### src/iof_cfg.svh
// Register indices, field positions, reset values and bus answers of the fault status bank.
`ifndef IOF_CFG_SVH
`define IOF_CFG_SVH
`define IOF_ADDR_W 12
`define IOF_IDX_FAULT_THR 10'h05b
`define IOF_IDX_FAULT_ACTION 10'h05c
`define IOF_IDX_WARN_THR 10'h05d
`define IOF_IDX_SUM_BYTE 10'h078
`define IOF_IDX_SUM_WORD 10'h079
`define IOF_IDX_IN_STATUS 10'h07c
`define IOF_IDX_CTRL 10'h080
`define IOF_EXP_MSB 15
`define IOF_EXP_LSB 11
`define IOF_MANT_MSB 10
`define IOF_FAULT_THR_RST 16'h00ff
`define IOF_WARN_THR_RST 16'h0019
`define IOF_FAULT_ACTION_VAL 8'hc0
`define IOF_CTRL_EN_BIT 0
`define IOF_CTRL_CLR_BIT 1
`define IOF_CTRL_RST 1'h1
`define IOF_IN_FAULT_BIT 1
`define IOF_IN_WARN_BIT 0
`define IOF_RESP_OKAY 2'h0
`define IOF_RESP_SLVERR 2'h2
`endif

### src/iof_pkg.sv
// Types shared by the fault status bank and its bus front end.
package iof_pkg;
	typedef struct packed {
		logic awvalid;
		logic [11:0] awaddr;
		logic wvalid;
		logic [31:0] wdata;
		logic [3:0] wstrb;
		logic bready;
		logic arvalid;
		logic [11:0] araddr;
		logic rready;
	} iof_axil_req_t;
	typedef struct packed {
		logic awready;
		logic wready;
		logic bvalid;
		logic [1:0] bresp;
		logic arready;
		logic rvalid;
		logic [31:0] rdata;
		logic [1:0] rresp;
	} iof_axil_rsp_t;
	typedef struct packed {
		logic output_overvoltage_flag;
		logic output_voltage_summary_flag_uv;
		logic output_overcurrent_flag;
		logic output_current_summary_flag_ocw;
		logic input_undervoltage_flag;
		logic ot_fault;
		logic ot_warn;
		logic comm_memory_logic_flag;
		logic vendor;
	} iof_raw_t;
	typedef struct packed {
		logic output_voltage_summary_flag_sum;
		logic output_current_summary_flag_sum;
		logic input_sum;
		logic vendor;
		logic output_overvoltage_flag;
		logic output_overcurrent_flag;
		logic input_undervoltage_flag;
		logic temp;
		logic comm_memory_logic_flag;
		logic other;
		logic iin_fault;
		logic iin_warn;
	} iof_flags_t;
	typedef enum logic [1:0] {
		IOF_WR_IDLE = 2'b00,
		IOF_WR_RESP = 2'b01
	} iof_wr_state_t;
endpackage

### src/iof_axil_slave.sv
// AXI4-Lite slave front end: takes writes and reads and returns registered answers.
`timescale 1ns/1ps
module iof_axil_slave (
	input wire logic clk_in,
	input wire logic rst_n_in,
	input wire iof_pkg::iof_axil_req_t req_in,
	output iof_pkg::iof_axil_rsp_t rsp_out,
	output logic wr_en_out,
	output logic [11:0] wr_addr_out,
	output logic [31:0] wr_data_out,
	output logic [3:0] wr_strb_out,
	input wire logic wr_err_in,
	output logic [11:0] rd_addr_out,
	input wire logic [31:0] rd_data_in,
	input wire logic rd_err_in
);
	import iof_pkg::*;
	`include "iof_cfg.svh"
	logic aw_held_r, w_held_r, rd_pend_r;
	logic aw_nxt, w_nxt, b_nxt, rp_nxt, rv_nxt, wr_fire;
	iof_wr_state_t wst_r;

	assign wr_fire = aw_held_r & w_held_r & (wst_r == IOF_WR_IDLE);
	assign wr_en_out = wr_fire;

	always_comb begin
		aw_nxt = wr_fire ? 1'b0 : (aw_held_r | (req_in.awvalid & rsp_out.awready));
		w_nxt = wr_fire ? 1'b0 : (w_held_r | (req_in.wvalid & rsp_out.wready));
		b_nxt = wr_fire | (rsp_out.bvalid & ~req_in.bready);
		rp_nxt = req_in.arvalid & rsp_out.arready;
		rv_nxt = rd_pend_r | (rsp_out.rvalid & ~req_in.rready);
	end

	// Address and data are taken in either order; a new one waits until the answer is taken.
	always_ff @(posedge clk_in or negedge rst_n_in) begin
		if (!rst_n_in) begin
			aw_held_r <= 1'b0;
			w_held_r <= 1'b0;
			wst_r <= IOF_WR_IDLE;
			wr_addr_out <= 12'h000;
			wr_data_out <= 32'h0000_0000;
			wr_strb_out <= 4'h0;
			rsp_out.awready <= 1'b0;
			rsp_out.wready <= 1'b0;
			rsp_out.bvalid <= 1'b0;
			rsp_out.bresp <= `IOF_RESP_OKAY;
			rd_pend_r <= 1'b0;
			rd_addr_out <= 12'h000;
			rsp_out.arready <= 1'b0;
			rsp_out.rvalid <= 1'b0;
			rsp_out.rdata <= 32'h0000_0000;
			rsp_out.rresp <= `IOF_RESP_OKAY;
		end else begin
			aw_held_r <= aw_nxt;
			w_held_r <= w_nxt;
			rsp_out.awready <= ~aw_nxt & ~b_nxt;
			rsp_out.wready <= ~w_nxt & ~b_nxt;
			rsp_out.bvalid <= b_nxt;
			if (req_in.awvalid && rsp_out.awready) begin
				wr_addr_out <= req_in.awaddr;
			end
			if (req_in.wvalid && rsp_out.wready) begin
				wr_data_out <= req_in.wdata;
				wr_strb_out <= req_in.wstrb;
			end
			case (wst_r)
				IOF_WR_IDLE: begin
					if (wr_fire) begin
						rsp_out.bresp <= wr_err_in ? `IOF_RESP_SLVERR : `IOF_RESP_OKAY;
						wst_r <= IOF_WR_RESP;
					end
				end
				IOF_WR_RESP: begin
					if (req_in.bready) begin
						wst_r <= IOF_WR_IDLE;
					end
				end
				default: begin
					wst_r <= IOF_WR_IDLE;
				end
			endcase
			// The read side shares this process because both sides write fields of one response variable.
			rd_pend_r <= rp_nxt;
			rsp_out.arready <= ~rp_nxt & ~rv_nxt;
			rsp_out.rvalid <= rv_nxt;
			if (rp_nxt) begin
				rd_addr_out <= req_in.araddr;
			end
			if (rd_pend_r) begin
				rsp_out.rdata <= rd_data_in;
				rsp_out.rresp <= rd_err_in ? `IOF_RESP_SLVERR : `IOF_RESP_OKAY;
			end
		end
	end
endmodule

### src/iof_fault_status.sv
// Input overcurrent fault handling and fault summary registers behind an AXI4-Lite slave.
// What this block does
// - Current thresholds are linear: five-bit signed exponent above eleven-bit signed mantissa.
// - Input current above the fault threshold disables the output at once, latched off.
// - No automatic restart is attempted after an input overcurrent shutdown.
// - Output stays disabled until the fault is cleared.
// - Input fault sets status byte other flag, word input flag and input status bit.
// - Input fault asserts both the alert output and the regulator fault output.
// - Fault action register is read-only and reads c0h, latch-off without retry.
// - Warning threshold resets to 0019h, twenty-five amperes, and is writable.
// - Current above warning sets other, input and warning bits, asserting only alert.
// - Status byte reads the same storage as the status word low byte.
// - Every fault and warning raises alert except input undervoltage.
// - Status byte bit 7 always reads zero.
// - Status byte bit 6 is raw: one whenever the output is not powered.
// - Status byte bit 5 latches an output overvoltage fault.
// - Status byte bit 4 latches an output overcurrent fault.
// - Status byte bit 3 latches input below the undervoltage lockout threshold.
// - Status byte bit 2 latches any over-temperature fault or warning.
// - Status byte bit 1 latches a communication, memory or logic fault.
// - Status byte bit 0 latches any other fault or warning except the vendor flag.
// - Status word is sixteen bits, latched bits reset to zero, raw bits 11 and 6 do not, bits 10 to 8 read zero.
// - Status byte is eight bits; latched bits reset to zero, raw bit 6 reads one in reset.
// - Status word bit 13 latches any input voltage or current fault or warning.
// - Status word bit 11 is raw: one while the power good pin is low.
// - Status word bit 15 latches any output voltage fault or warning.
`timescale 1ns/1ps
module iof_fault_status (
	input wire logic clk_in,
	input wire logic rst_n_in,
	input wire iof_pkg::iof_axil_req_t axil_req_in,
	output iof_pkg::iof_axil_rsp_t axil_rsp_out,
	input wire logic [15:0] iin_meas_in,
	input wire logic iin_meas_valid_in,
	input wire iof_pkg::iof_raw_t raw_in,
	input wire logic power_good_pin_in,
	output logic output_enable_out,
	output logic alert_out,
	output logic regulator_fault_out
);
	import iof_pkg::*;
	`include "iof_cfg.svh"

	logic [15:0] fault_thr_r, warn_thr_r;
	logic ctrl_en_r, off_latch_r, off_latch_nxt;
	iof_flags_t flags_r, flags_set, flags_nxt;
	logic wr_en, wr_err, rd_err, clr_pulse;
	logic [11:0] wr_addr, rd_addr;
	logic [31:0] wr_data, rd_data;
	logic [3:0] wr_strb;
	logic iin_fault_now, iin_warn_now;
	logic [7:0] sum_byte, in_status;
	logic [15:0] sum_word;

	// Scales a linear value to signed fixed point with sixteen fraction bits.
	function automatic logic signed [47:0] lin_to_fix(input logic [15:0] v);
		logic signed [4:0] e;
		logic signed [47:0] x;
		e = v[`IOF_EXP_MSB:`IOF_EXP_LSB];
		x = {{37{v[`IOF_MANT_MSB]}}, v[`IOF_MANT_MSB:0]} <<< 16;
		if (e[4]) begin
			x = x >>> (5'(-e));
		end else begin
			x = x <<< e[3:0];
		end
		return x;
	endfunction

	function automatic logic at_idx(input logic [11:0] a, input logic [9:0] idx);
		return a == {idx, 2'b00};
	endfunction

	iof_axil_slave u_bus (
		.clk_in(clk_in),
		.rst_n_in(rst_n_in),
		.req_in(axil_req_in),
		.rsp_out(axil_rsp_out),
		.wr_en_out(wr_en),
		.wr_addr_out(wr_addr),
		.wr_data_out(wr_data),
		.wr_strb_out(wr_strb),
		.wr_err_in(wr_err),
		.rd_addr_out(rd_addr),
		.rd_data_in(rd_data),
		.rd_err_in(rd_err)
	);

	// Both limits are compared in the same linear scale as the measurement.
	assign iin_fault_now = iin_meas_valid_in & (lin_to_fix(iin_meas_in) > lin_to_fix(fault_thr_r));
	assign iin_warn_now = iin_meas_valid_in & (lin_to_fix(iin_meas_in) > lin_to_fix(warn_thr_r));

	assign clr_pulse = wr_en & at_idx(wr_addr, `IOF_IDX_CTRL) & wr_strb[0] & wr_data[`IOF_CTRL_CLR_BIT];

	always_comb begin
		if (at_idx(wr_addr, `IOF_IDX_FAULT_THR) || at_idx(wr_addr, `IOF_IDX_WARN_THR)) begin
			wr_err = 1'b0;
		end else if (at_idx(wr_addr, `IOF_IDX_CTRL)) begin
			wr_err = 1'b0;
		end else begin
			wr_err = 1'b1;
		end
	end

	// Thresholds take byte lanes 0 and 1; the upper lanes are ignored.
	always_ff @(posedge clk_in or negedge rst_n_in) begin
		if (!rst_n_in) begin
			fault_thr_r <= `IOF_FAULT_THR_RST;
			warn_thr_r <= `IOF_WARN_THR_RST;
			ctrl_en_r <= `IOF_CTRL_RST;
		end else if (wr_en) begin
			if (at_idx(wr_addr, `IOF_IDX_FAULT_THR)) begin
				if (wr_strb[0]) fault_thr_r[7:0] <= wr_data[7:0];
				if (wr_strb[1]) fault_thr_r[15:8] <= wr_data[15:8];
			end else if (at_idx(wr_addr, `IOF_IDX_WARN_THR)) begin
				if (wr_strb[0]) warn_thr_r[7:0] <= wr_data[7:0];
				if (wr_strb[1]) warn_thr_r[15:8] <= wr_data[15:8];
			end else if (at_idx(wr_addr, `IOF_IDX_CTRL)) begin
				if (wr_strb[0]) ctrl_en_r <= wr_data[`IOF_CTRL_EN_BIT];
			end
		end
	end

	// A bad bus access counts as a communication fault.
	always_comb begin
		flags_set.output_voltage_summary_flag_sum = raw_in.output_overvoltage_flag | raw_in.output_voltage_summary_flag_uv;
		flags_set.output_current_summary_flag_sum = raw_in.output_overcurrent_flag | raw_in.output_current_summary_flag_ocw;
		flags_set.input_sum = iin_fault_now | iin_warn_now | raw_in.input_undervoltage_flag;
		flags_set.vendor = raw_in.vendor;
		flags_set.output_overvoltage_flag = raw_in.output_overvoltage_flag;
		flags_set.output_overcurrent_flag = raw_in.output_overcurrent_flag;
		flags_set.input_undervoltage_flag = raw_in.input_undervoltage_flag;
		flags_set.temp = raw_in.ot_fault | raw_in.ot_warn;
		flags_set.comm_memory_logic_flag = raw_in.comm_memory_logic_flag | (wr_en & wr_err) | (rd_err & axil_rsp_out.rvalid & axil_req_in.rready);
		flags_set.other = iin_fault_now | iin_warn_now | raw_in.output_voltage_summary_flag_uv | raw_in.output_current_summary_flag_ocw;
		flags_set.iin_fault = iin_fault_now;
		flags_set.iin_warn = iin_warn_now;
		// A new event in the clearing cycle stays set.
		flags_nxt = (clr_pulse ? '0 : flags_r) | flags_set;
		off_latch_nxt = iin_fault_now | (off_latch_r & ~clr_pulse);
	end

	always_ff @(posedge clk_in or negedge rst_n_in) begin
		if (!rst_n_in) begin
			flags_r <= '0;
			off_latch_r <= 1'b0;
		end else begin
			flags_r <= flags_nxt;
			off_latch_r <= off_latch_nxt;
		end
	end

	// Alert ignores input undervoltage; only the input overcurrent fault drives the regulator fault pin.
	always_ff @(posedge clk_in or negedge rst_n_in) begin
		if (!rst_n_in) begin
			output_enable_out <= 1'b0;
			alert_out <= 1'b0;
			regulator_fault_out <= 1'b0;
		end else begin
			output_enable_out <= ctrl_en_r & ~off_latch_nxt;
			alert_out <= |{flags_nxt.output_voltage_summary_flag_sum, flags_nxt.output_current_summary_flag_sum, flags_nxt.iin_fault, flags_nxt.iin_warn,
				flags_nxt.vendor, flags_nxt.temp, flags_nxt.comm_memory_logic_flag, flags_nxt.other};
			regulator_fault_out <= flags_nxt.iin_fault;
		end
	end

	// The byte is built once and reused as the word's low half.
	assign sum_byte = {1'b0, ~output_enable_out, flags_r.output_overvoltage_flag, flags_r.output_overcurrent_flag, flags_r.input_undervoltage_flag,
		flags_r.temp, flags_r.comm_memory_logic_flag, flags_r.other};
	assign sum_word = {flags_r.output_voltage_summary_flag_sum, flags_r.output_current_summary_flag_sum, flags_r.input_sum, flags_r.vendor,
		~power_good_pin_in, 3'h0, sum_byte};
	always_comb begin
		in_status = 8'h00;
		in_status[`IOF_IN_FAULT_BIT] = flags_r.iin_fault;
		in_status[`IOF_IN_WARN_BIT] = flags_r.iin_warn;
	end

	always_comb begin
		rd_err = 1'b0;
		if (at_idx(rd_addr, `IOF_IDX_FAULT_THR)) begin
			rd_data = {16'h0000, fault_thr_r};
		end else if (at_idx(rd_addr, `IOF_IDX_FAULT_ACTION)) begin
			rd_data = {24'h00_0000, `IOF_FAULT_ACTION_VAL};
		end else if (at_idx(rd_addr, `IOF_IDX_WARN_THR)) begin
			rd_data = {16'h0000, warn_thr_r};
		end else if (at_idx(rd_addr, `IOF_IDX_SUM_BYTE)) begin
			rd_data = {24'h00_0000, sum_byte};
		end else if (at_idx(rd_addr, `IOF_IDX_SUM_WORD)) begin
			rd_data = {16'h0000, sum_word};
		end else if (at_idx(rd_addr, `IOF_IDX_IN_STATUS)) begin
			rd_data = {24'h00_0000, in_status};
		end else if (at_idx(rd_addr, `IOF_IDX_CTRL)) begin
			rd_data = {31'h0000_0000, ctrl_en_r};
		end else begin
			rd_data = 32'h0000_0000;
			rd_err = 1'b1;
		end
	end
endmodule

### config.mk
export PLATFORM = sky130hd
export DESIGN_NAME = iof_fault_status
export DESIGN_NICKNAME = d
export VERILOG_FILES = /design/src/iof_pkg.sv /design/src/iof_axil_slave.sv /design/src/iof_fault_status.sv
export VERILOG_INCLUDE_DIRS = /design/src
export SDC_FILE = /design/constraint.sdc
export NUM_CORES = 1
export LEC_CHECK = 0
export CAP_MARGIN = 15
export CORE_AREA = 2 2 137 139
export DETAILED_ROUTE_END_ITERATION = 10
export DIE_AREA = 0 0 139 141
export DONT_BUFFER_PORTS = 1
export GPL_TIMING_DRIVEN = 0
export PLACE_DENSITY_LB_ADDON = 0.15
export SYNTH_ARGS = -nofsm -noshare
export SYNTH_HDL_FRONTEND = slang
export SYNTH_SLANG_ARGS = --single-unit
### constraint.sdc
create_clock -name clk_in -period 5.7 [get_ports clk_in]
set_input_delay 0.57 -clock clk_in [delete_from_list [all_inputs] [get_ports clk_in]]
set_output_delay 0.57 -clock clk_in [all_outputs]
set_load 0.02 [all_outputs]
Word level (Yosys, flattened, before mapping) --
Index checks and enable logic that the tools add are counted.
Storage, ports and cells: register bits after elaboration 136, bits of input ports 94, output and inout bits 44, logic and storage cells 147
Operators by class: add/subtract/negate cells 3, magnitude comparators 2, eq/ne operators 13, shift operators 6, muxes and demuxes 27, bitwise gates (word level) 48, reductions and logical operators 12
Operator list (number):
- $mux 48 | 3
- $sshl 27x4->48 | 3
- $sshr 27x5->48 | 3
- $eq 12x9->1 const B | 8
- $gt 48x48->1 | 2
- $mux 16 | 5
- $eq 12x10->1 const B | 2
- $and 1x1->1 | 20
- $neg 5->5 | 3
- $or 1x1->1 | 14
- $not 1->1 | 13
- $mux 1 | 12
- $mux 12 | 1
- $or 12x12->12 | 1
- $mux 2 | 5
- $reduce_and 4->1 | 2
- $reduce_or 8->1 | 1
- $reduce_and 3->1 | 2
- $reduce_and 5->1 | 1
- $pmux 2 s2 | 1
- $reduce_and 2->1 | 2
- $eq 2x1->1 const B | 1
- $logic_and 1x1->1 | 2
- $logic_not 2->1 | 1
- 3 further kinds | 3

Logic depth before layout (Yosys ltp) --
Gate-level depths: netlist of run 1.
depth after elaboration 13, depth in mapped cells 21, depth with buffers taken out 17

Modules after synthesis --
Synthesis of run 1 repeated with hierarchy kept, for this count alone.
Second synthesis, totals: cell total of the unflattened synthesis 1474, area, all modules 12848.6 µm²
By module, submodules not included:
- iof_fault_status | times used 1, cells each 1246, area an instance 8941.1 µm², seq. area each 1216.2 µm²
- iof_axil_slave | times used 1, cells each 228, area an instance 3907.5 µm², seq. area each 2577.5 µm²

Worst setup path before layout of run 1 --
Ideal clock, no wire load.
path type input to register, start point in iin_meas_in[12], end point reg output_enable_out, library setup time 120 ps, arrival time 4518 ps, required time 5580 ps, path slack 1062 ps, stages on the path 18, path buffers 3, cell sequence clkbuf_1 -> clkinv_1 -> ha_1 -> clkbuf_1 -> clkbuf_1 -> mux4_2 -> nor2_1 -> a21oi_1 -> nand2_1 -> a31oi_1 -> ha_1 -> nand4_1 -> or4_1 -> a21o_2 -> a31oi_1 -> nor3_1 -> mux2_4 -> and3_1
Between the ends: word-level cells in the longest chain between the ends 8, elaborated cells between the ends (all ways) 9, classes of those cells add/sub: 1; order compare: 1; shift: 2; mux: 1; bitwise: 4
Ends and longest elaborated chain:
- start, declared | RTL line iof_fault_status.sv:33 | input wire logic [15:0] iin_meas_in,
- $neg 5->5 | RTL line iof_fault_status.sv:62 | x = x >>> (5'(-e));
- $sshr 27x5->48 | RTL line iof_fault_status.sv:62
- $mux 48 * | RTL line iof_fault_status.sv:61 | if (e[4]) begin
- $gt 48x48->1 * | RTL line iof_fault_status.sv:89 | assign iin_fault_now = iin_meas_valid_in & (lin_to_fix(iin_meas_in) > lin_to_fix(fault_thr_r));
- $and 1x1->1 * | RTL line iof_fault_status.sv:89
- $or 1x1->1 * | RTL line iof_fault_status.sv:139 | off_latch_nxt = iin_fault_now | (off_latch_r & ~clr_pulse);
- $not 1->1 * | RTL line iof_fault_status.sv:159 | output_enable_out <= ctrl_en_r & ~off_latch_nxt;
- $and 1x1->1 * | RTL line iof_fault_status.sv:159
- end signal, assigned | RTL line iof_fault_status.sv:159
- end, declared | RTL line iof_fault_status.sv:37 | output logic output_enable_out,
Every way passes the cells marked *; elsewhere a longest branch is shown, timed or not. A chain may end at the register's enable or synchronous reset.

Worst setup path after layout of run 1 --
start point reg warn_thr_r[11], end point reg alert_out
Between the ends: word-level cells in the longest chain between the ends 10, elaborated cells between the ends (all ways) 11, classes of those cells add/sub: 1; order compare: 1; shift: 2; mux: 1; bitwise: 5; reduce/logical: 1
Ends and longest elaborated chain:
- start, declared | RTL line iof_fault_status.sv:44 | logic [15:0] fault_thr_r, warn_thr_r;
- start signal, assigned | RTL line iof_fault_status.sv:108 | warn_thr_r <= `IOF_WARN_THR_RST;
- start signal, assigned | RTL line iof_fault_status.sv:116 | if (wr_strb[1]) warn_thr_r[15:8] <= wr_data[15:8];
- $neg 5->5 | RTL line iof_fault_status.sv:62
- $sshr 27x5->48 | RTL line iof_fault_status.sv:62
- $mux 48 * | RTL line iof_fault_status.sv:61
- $gt 48x48->1 * | RTL line iof_fault_status.sv:90 | assign iin_warn_now = iin_meas_valid_in & (lin_to_fix(iin_meas_in) > lin_to_fix(warn_thr_r));
- $and 1x1->1 * | RTL line iof_fault_status.sv:90
- $or 1x1->1 (3 in a row) | RTL line iof_fault_status.sv:134 | flags_set.other = iin_fault_now | iin_warn_now | raw_in.output_voltage_summary_flag_uv | raw_in.output_current ...
- $or 12x12->12 * | RTL line iof_fault_status.sv:138 | flags_nxt = (clr_pulse ? '0 : flags_r) | flags_set;
- $reduce_or 8->1 * | RTL line iof_fault_status.sv:160 | alert_out <= |{flags_nxt.output_voltage_summary_flag_sum, flags_nxt.output_current_summary_flag_sum, flags_nxt ...
- end signal, assigned | RTL line iof_fault_status.sv:160
- end, declared | RTL line iof_fault_status.sv:38 | output logic alert_out,
Marked as above.

==> metrics, run 1 <==
max_cap viols=0; maximum clock path buffer count=2; Cells after DPL=between 1500 and 2000; crit path cell chain=clkbuf_1 -> clkbuf_2 -> inv_1 -> ha_1 -> clkbuf_1 -> clkbuf_1 -> mux4_2 -> o21ai_0 -> a21oi_1 -> o21ai_0 -> ha_1 -> nand4_1 -> nor3_1 -> o21ai_0 -> a41o_1 -> nand4_1 -> or3b_2 -> nand4_1; hpwl dp=roughly 29000 um; global route overflow=0; n_diodes=0; Cell Pwr Density=262.7 mW/mm2; top-count cell post-synth=nand2_1; Final Max Slew Viols=0; fin crit period=5.401 ns; iteration-0 DRC count of the detailed router=1050; Clock Pin Slew Worst Setup and Hold Paths=0.06 ns; CTS Root Cell=clkbuf_16; worst IR drop on VDD=around 0.42 mV; mean routed wirelength per cell=between 20 and 25 um; fmax=185.1 MHz; Worst path slowest cell=or3b_2; Net Sw Frac=36.11%; unrepaired setup endpoints after global routing=false; die width=approximately 140 um; Rows=50; Int Power=2.110 mW; top cells by count, synth=nand2_1 (171), a21oi_1 (133), o21ai_0 (122); cell area after layout=0.01258 mm2; Setup CP Type=reg2reg; Top Usage Layer GRT=met2; TritonRoute pass-1 iters=6; Hold Vio Cnt, Final=0; Clk pwr share=approximately 34%; distinct cell type count of the synthesized netlist=75; Post-synth ARST share=100.0%; skew final=about 0.018 ns; Power Total=3.303 mW; crit path max fanout=10; Worst EP required=about 6 ns; number of fillers in the final layout=~1500; prevailing post-synth register cell=dfrtp_1; Slew HR=a little under half; Synth area leader=dfrtp_1; yosys warns=0; Fin Setup TNS=0 ns; largest net degree at the start of global routing=107; Synth Area per Inst=about 8.1 um2; status=finished, final reports clean; Reg power frac=40.6%; Switch Pwr=1.193 mW; vias per inst=6.681; main area contributors after synthesis=dfrtp_1 (23%), ha_1 (9.4%), mux2_2 (8.3%), mux2i_1 (6.6%), a21oi_1 (5.8%); Syn Inst Count=~1400; CP endpoint kind=flip-flop; die area=slightly below 0.02 mm2; Setup Viol. Count Final=0; Crit path buffers/inverters=5; Final #Nets=1645; leakage power=5.020 nW; Layout Area Growth over Synthesis=8.848%; H-tree depth=4; power share of the combinational group=25.4%; vias in the first global route=10960; CTS tree=built; GRT Total Usage=between 30% and 40%; PortBufs=0; Inserted Clock Buffers=17; FF+latch area=about 0.003 mm2; Final WS setup=0.2986 ns; Final Wtd Congestion=approximately 1.0; Top Ports=138; Worst Hold Class=in2async; Num Clock Sinks=about 120; floorplan core area=0.01827 mm2; register area share after synthesis=approximately a quarter; Multi-input gate area=0.008033 mm2; drt total wl=37570 um; Worst EP arrival=about 5.7 ns; Clock Latency Late Sink=roughly 0.42 ns; Worst setup SP type=flip-flop; Die H=141 um; biggest cell delay along the critical path=0.55 ns; Final ANT Viol Nets=0; first-pass GRT wire length=58230 um; area share of the leading cell type in the synthesized netlist=approximately 23%; Initial Utilization=63.25%; CP delay by family, top=compound AO/OA/AOI/OAI gates; initial antenna violation count=0; Hold Slack=0.05455 ns; DR vias=11430; residual DRC count=0; worst-margin pin slew=0.8040 ns; Critical Path Stages=18; Yosys reg bits=117; Final Cycle Share=between 90% and 100%; final std cells w/o fill=1711; final core occ=about 69%; share of layout cells above drive strength 1=13.00%; M1 GR Usage=46.17%; EDFF count, synth=0; worst reg2reg path depth=18; GRT met2 Usage=65.26%; Placement Setup Slack=0.1866 ns; M3 GR Usage=5.910%; Cell Area, Synth=0.01155 mm2; dpl cell area=0.01191 mm2
-- routing by layer --
layer,part of all wire (%),wire [um]
met1,40,14900
met2,49,18250
met4,4.7,1750
met3,7.1,2663
met5,0,0
-- cell usage in the layout, fill, tap and decap left out, types with 15 or more instances in the layout --
master,count
nand2_1,171
a22oi_1,15
mux4_2,16
clkbuf_16,17
nor2_1,118
clkbuf_1,86
a21o_1,22
o22ai_1,21
a21oi_1,133
a31oi_1,22
mux2_2,85
o21ai_0,122
dfrtp_1,105
ha_1,87
mux2i_1,76
nand2b_1,17
conb_1,18
nor3_1,30
nand4_1,22
nand3_1,42
inv_1,25
buf_4,18
-- power groups by stage --
stage	Combinational, mW	Clock (mW)	Sequential (mW)
final	0.841	1.12	1.34
after CTS	0.831	1.13	1.33
after floorplan	0.639	0	1.23
after global placement	0.760	0	1.32
after detailed placement	0.786	0	1.33
after global routing	0.928	1.16	1.36
-- kinds of logic after synthesis --
logic type	synth area share [%]
simple gates	18.48
compound gates	21.95
mux	18.12
buf+inv	5.621
flops	25.47
fa+ha+maj	9.422
xor+xnor	0.9097
other cells	0.03246
-- layout make-up --
type,count,share of cell area [%]
Clock inverter,15,1.542
Multi-Input combinational cell,1176,63.87
Sequential cell,117,23.40
Clock buffer,17,3.383
Buffer,121,4.308
Tap cell,234,2.328
Timing Repair Buffer,2,0.2985
Inverter,29,0.8656
-- sequential cells by signal, summed over array words and instances (netlist names) --
name / flops
u_bus.rsp_out: 23
fault_thr_r: 16
u_bus.wr_data_out: 16
warn_thr_r: 16
u_bus.rd_addr_out: 12
u_bus.wr_addr_out: 12
flags_r: 11
u_bus.wr_strb_out: 2
alert_out: 1
ctrl_en_r: 1
off_latch_r: 1
output_enable_out: 1
regulator_fault_out: 1
u_bus.aw_held_r: 1
u_bus.rd_pend_r: 1
u_bus.w_held_r: 1
u_bus.wst_r: 1
-- final timing paths --
check,start,slack [ns],endpoint
min reg2reg,flags_r[6],0.48,flags_r[6]
min in group clk_in,raw_in[6],0.25,flags_r[6]
max in group asynchronous,rst_n_in,4.72,warn_thr_r[0]
max reg2reg,warn_thr_r[11],0.30,alert_out
min,rst_n_in,0.05,u_bus.rsp_out[11]
max,warn_thr_r[11],0.30,alert_out
-- timing repair --
| action | CTS | global route |
|---|---|---|
| setup endpoints to repair | 0 | 4 |
| hold buffers | 2 | 0 |
| hold endpoints to repair | 106 | 0 |
| gates resized for setup | 0 | 4 |
| buffers inserted | 0 | 0 |
Power figures use the tool's default switching activity.
==> run 2, diff against run 1 <==
--- a/config.mk
+++ b/config.mk
@@ -12,7 +12,9 @@
 export DIE_AREA = 0 0 139 141
 export DONT_BUFFER_PORTS = 1
 export GPL_TIMING_DRIVEN = 0
-export PLACE_DENSITY_LB_ADDON = 0.15
+export MAX_ROUTING_LAYER = met4
+export PLACE_DENSITY = 0.92
+export SETUP_SLACK_MARGIN = 0.2
 export SYNTH_ARGS = -nofsm -noshare
 export SYNTH_HDL_FRONTEND = slang
 export SYNTH_SLANG_ARGS = --single-unit
==> run 2 against run 1 <==
  * First-iteration DRC count increased by 54%
  * Sequential power about the same
  * Clock power decreased by 7%
  * Sequential share of layout area about the same
  * Largest cell class unchanged
  * Largest power group unchanged
==> metrics, run 2 (synthesized netlist as in run 1, its figures left out) <==
status=finished, final reports clean; die width=139 um (unchanged); TritonRoute pass-1 iters=6 (unchanged); Clock Latency Late Sink=0.42 ns (about the same); Rows=50 (unchanged); Setup Viol. Count Final=0 (unchanged); first-pass GRT wire length=60850 um (+4.5%); drt total wl=38730 um (+3.1%); Cells after DPL=1677 (unchanged); Final Cycle Share=91.12% (-3.6 points); number of fillers in the final layout=1454 (-5.5%); Hold Vio Cnt, Final=0 (unchanged); maximum clock path buffer count=2 (unchanged); Slew HR=41.61% (-4.4 points); crit path max fanout=10 (unchanged); Worst Hold Class=in2async; Final Wtd Congestion=1.057 (+5.8%); mean routed wirelength per cell=22.60 um (+2.9%); Worst EP required=6.00 ns (-0.04 ns); worst IR drop on VDD=0.4420 mV (+5.0%); CTS tree=built; max_cap viols=0 (unchanged); Worst EP arrival=5.49 ns (-0.25 ns); Final #Nets=1645 (unchanged); Biggest register=u_bus.rsp_out; Layout Area Growth over Synthesis=8.642%; flop-to-flop setup slack=0.51 ns (+0.21 ns); Worst setup SP type=flip-flop; global route overflow=0 (unchanged); die area=0.01960 mm2 (unchanged); Top Ports=138 (unchanged); worst-margin pin slew=0.8696 ns (+0.06562 ns); DR vias=11940 (+4.5%); hpwl dp=29250 um (+2.0%); Post-CTS Setup Inserts=0 (unchanged); iteration-0 DRC count of the detailed router=1614 (+54%); commonest cells after routing, fill and taps aside=nand2_1 (171), a21oi_1 (133), o21ai_0 (122); Inserted Clock Buffers=17 (unchanged); residual DRC count=0 (unchanged); GRT Total Usage=40.12% (+2.7 points); most common cell after layout, fill and taps aside=nand2_1; Multi-input gate area=0.008033 mm2 (unchanged); initial antenna violation count=3 (+3); Die H=141 um (unchanged); leakage power=5.013 nW (-0.14%); Clock Pin Slew Worst Setup and Hold Paths=0.06 ns (about the same); Final Max Slew Viols=0 (unchanged); fmax=192.5 MHz (+4.0%); final std cells w/o fill=1714 (+0.18%); share of layout cells above drive strength 1=13.34% (+0.34 points); H-tree depth=4 (unchanged); start point of the critical path=fault_thr_r[11]; reg2reg start=fault_thr_r[11]; floorplan core area=0.01827 mm2 (unchanged); FF+latch area=0.002943 mm2 (unchanged); Cell Pwr Density=257.3 mW/mm2 (-2.0%); CTS Root Cell=clkbuf_16; vias per inst=6.968 (+4.3%); skew final=0.008357 ns (-0.009762 ns); CP endpoint kind=flip-flop; Fin Setup TNS=0 ns (unchanged); Num Clock Sinks=117 (unchanged); unrepaired setup endpoints after global routing=false; vias in the first global route=11280 (+2.9%); Initial Utilization=63.25% (unchanged); largest net degree at the start of global routing=107 (unchanged); PortBufs=0 (unchanged); Setup CP Type=reg2reg; Largest register FFs=23 (unchanged); fin crit period=5.194 ns (-0.2076 ns); Final ANT Viol Nets=0 (unchanged)
==> run 2: final cells by class <==
cell class / count / share of cell area [%]
Antenna cell: 3 / 0.05981
Buffer: 121 / 4.366
Clock buffer: 18 / 3.499
Clock inverter: 14 / 1.136
Inverter: 29 / 0.8672
Multi-Input combinational cell: 1176 / 64.00
Sequential cell: 117 / 23.45
Tap cell: 234 / 2.333
Timing Repair Buffer: 2 / 0.2990
==> run 2: worst paths after layout <==
path / cells past startpoint / end
max: 17 / output_enable_out
min: 1 / u_bus.rsp_out[11]
max reg2reg: 17 / output_enable_out
min reg2reg: 1 / flags_r[6]
max in group asynchronous: 1 / ctrl_en_r
min in group clk_in: 1 / flags_r[8]
==> run 2: stage by stage <==
step           hold WS [ns]  util, %  total power [mW]  setup WS (ns)  area (um2)
3_5_place_dp         0.2757    65.20             2.120         0.2308       11910
2_1_floorplan        0.2744        -             1.872          1.062       11620
4_1_cts              0.1090    68.63             3.201         0.3231       12540
5_1_grt              0.1256    68.71             3.357         0.1972       12550
3_3_place_gp         0.2760    65.20             2.048         0.2613       11910
6_report            0.06344    68.71             3.230         0.5063       12550
==> run 2: per-layer routing <==
layer  vias to the layer above  routed length, um  track usage, %
met4                         0               2381           20.47
met2                       824              17950           64.84
met3                       188               3490           5.808
met5                         -                  0               -
met1                      5602              14910           49.40
li1                       5329                  -               -
==> run 2: report_power, final <==
part	switching [mW]	internal, mW	leakage (nW)
clock network	0.423	0.622	0.276
registers	0.281	1.04	1.38
logic	0.491	0.369	3.36
==> run 2: worst max-delay path, stage by stage (launching register included) <==
cell	delay (ns)
dfrtp_1	0.32
clkbuf_1	0.28
buf_2	0.33
inv_1	0.15
ha_1	0.29
xnor2_1	0.71
nor2_1	0.10
a21oi_1	0.31
o21ai_0	0.14
a21o_1	0.20
ha_1	0.29
nand4_1	0.18
or4_1	0.58
a21o_2	0.20
a31oi_1	0.29
nor3_1	0.11
mux2_4	0.37
and3_1	0.20
==> run 2: timing repair <==
| action | 4_1_cts | 5_1_grt |
|---|---|---|
| gates resized for setup | 1 | 13 |
| setup endpoints to repair | 3 | 7 |
| hold buffers | 2 | 0 |
| endpoints found under the hold margin | 106 | 0 |
| gates cloned | 0 | 0 |
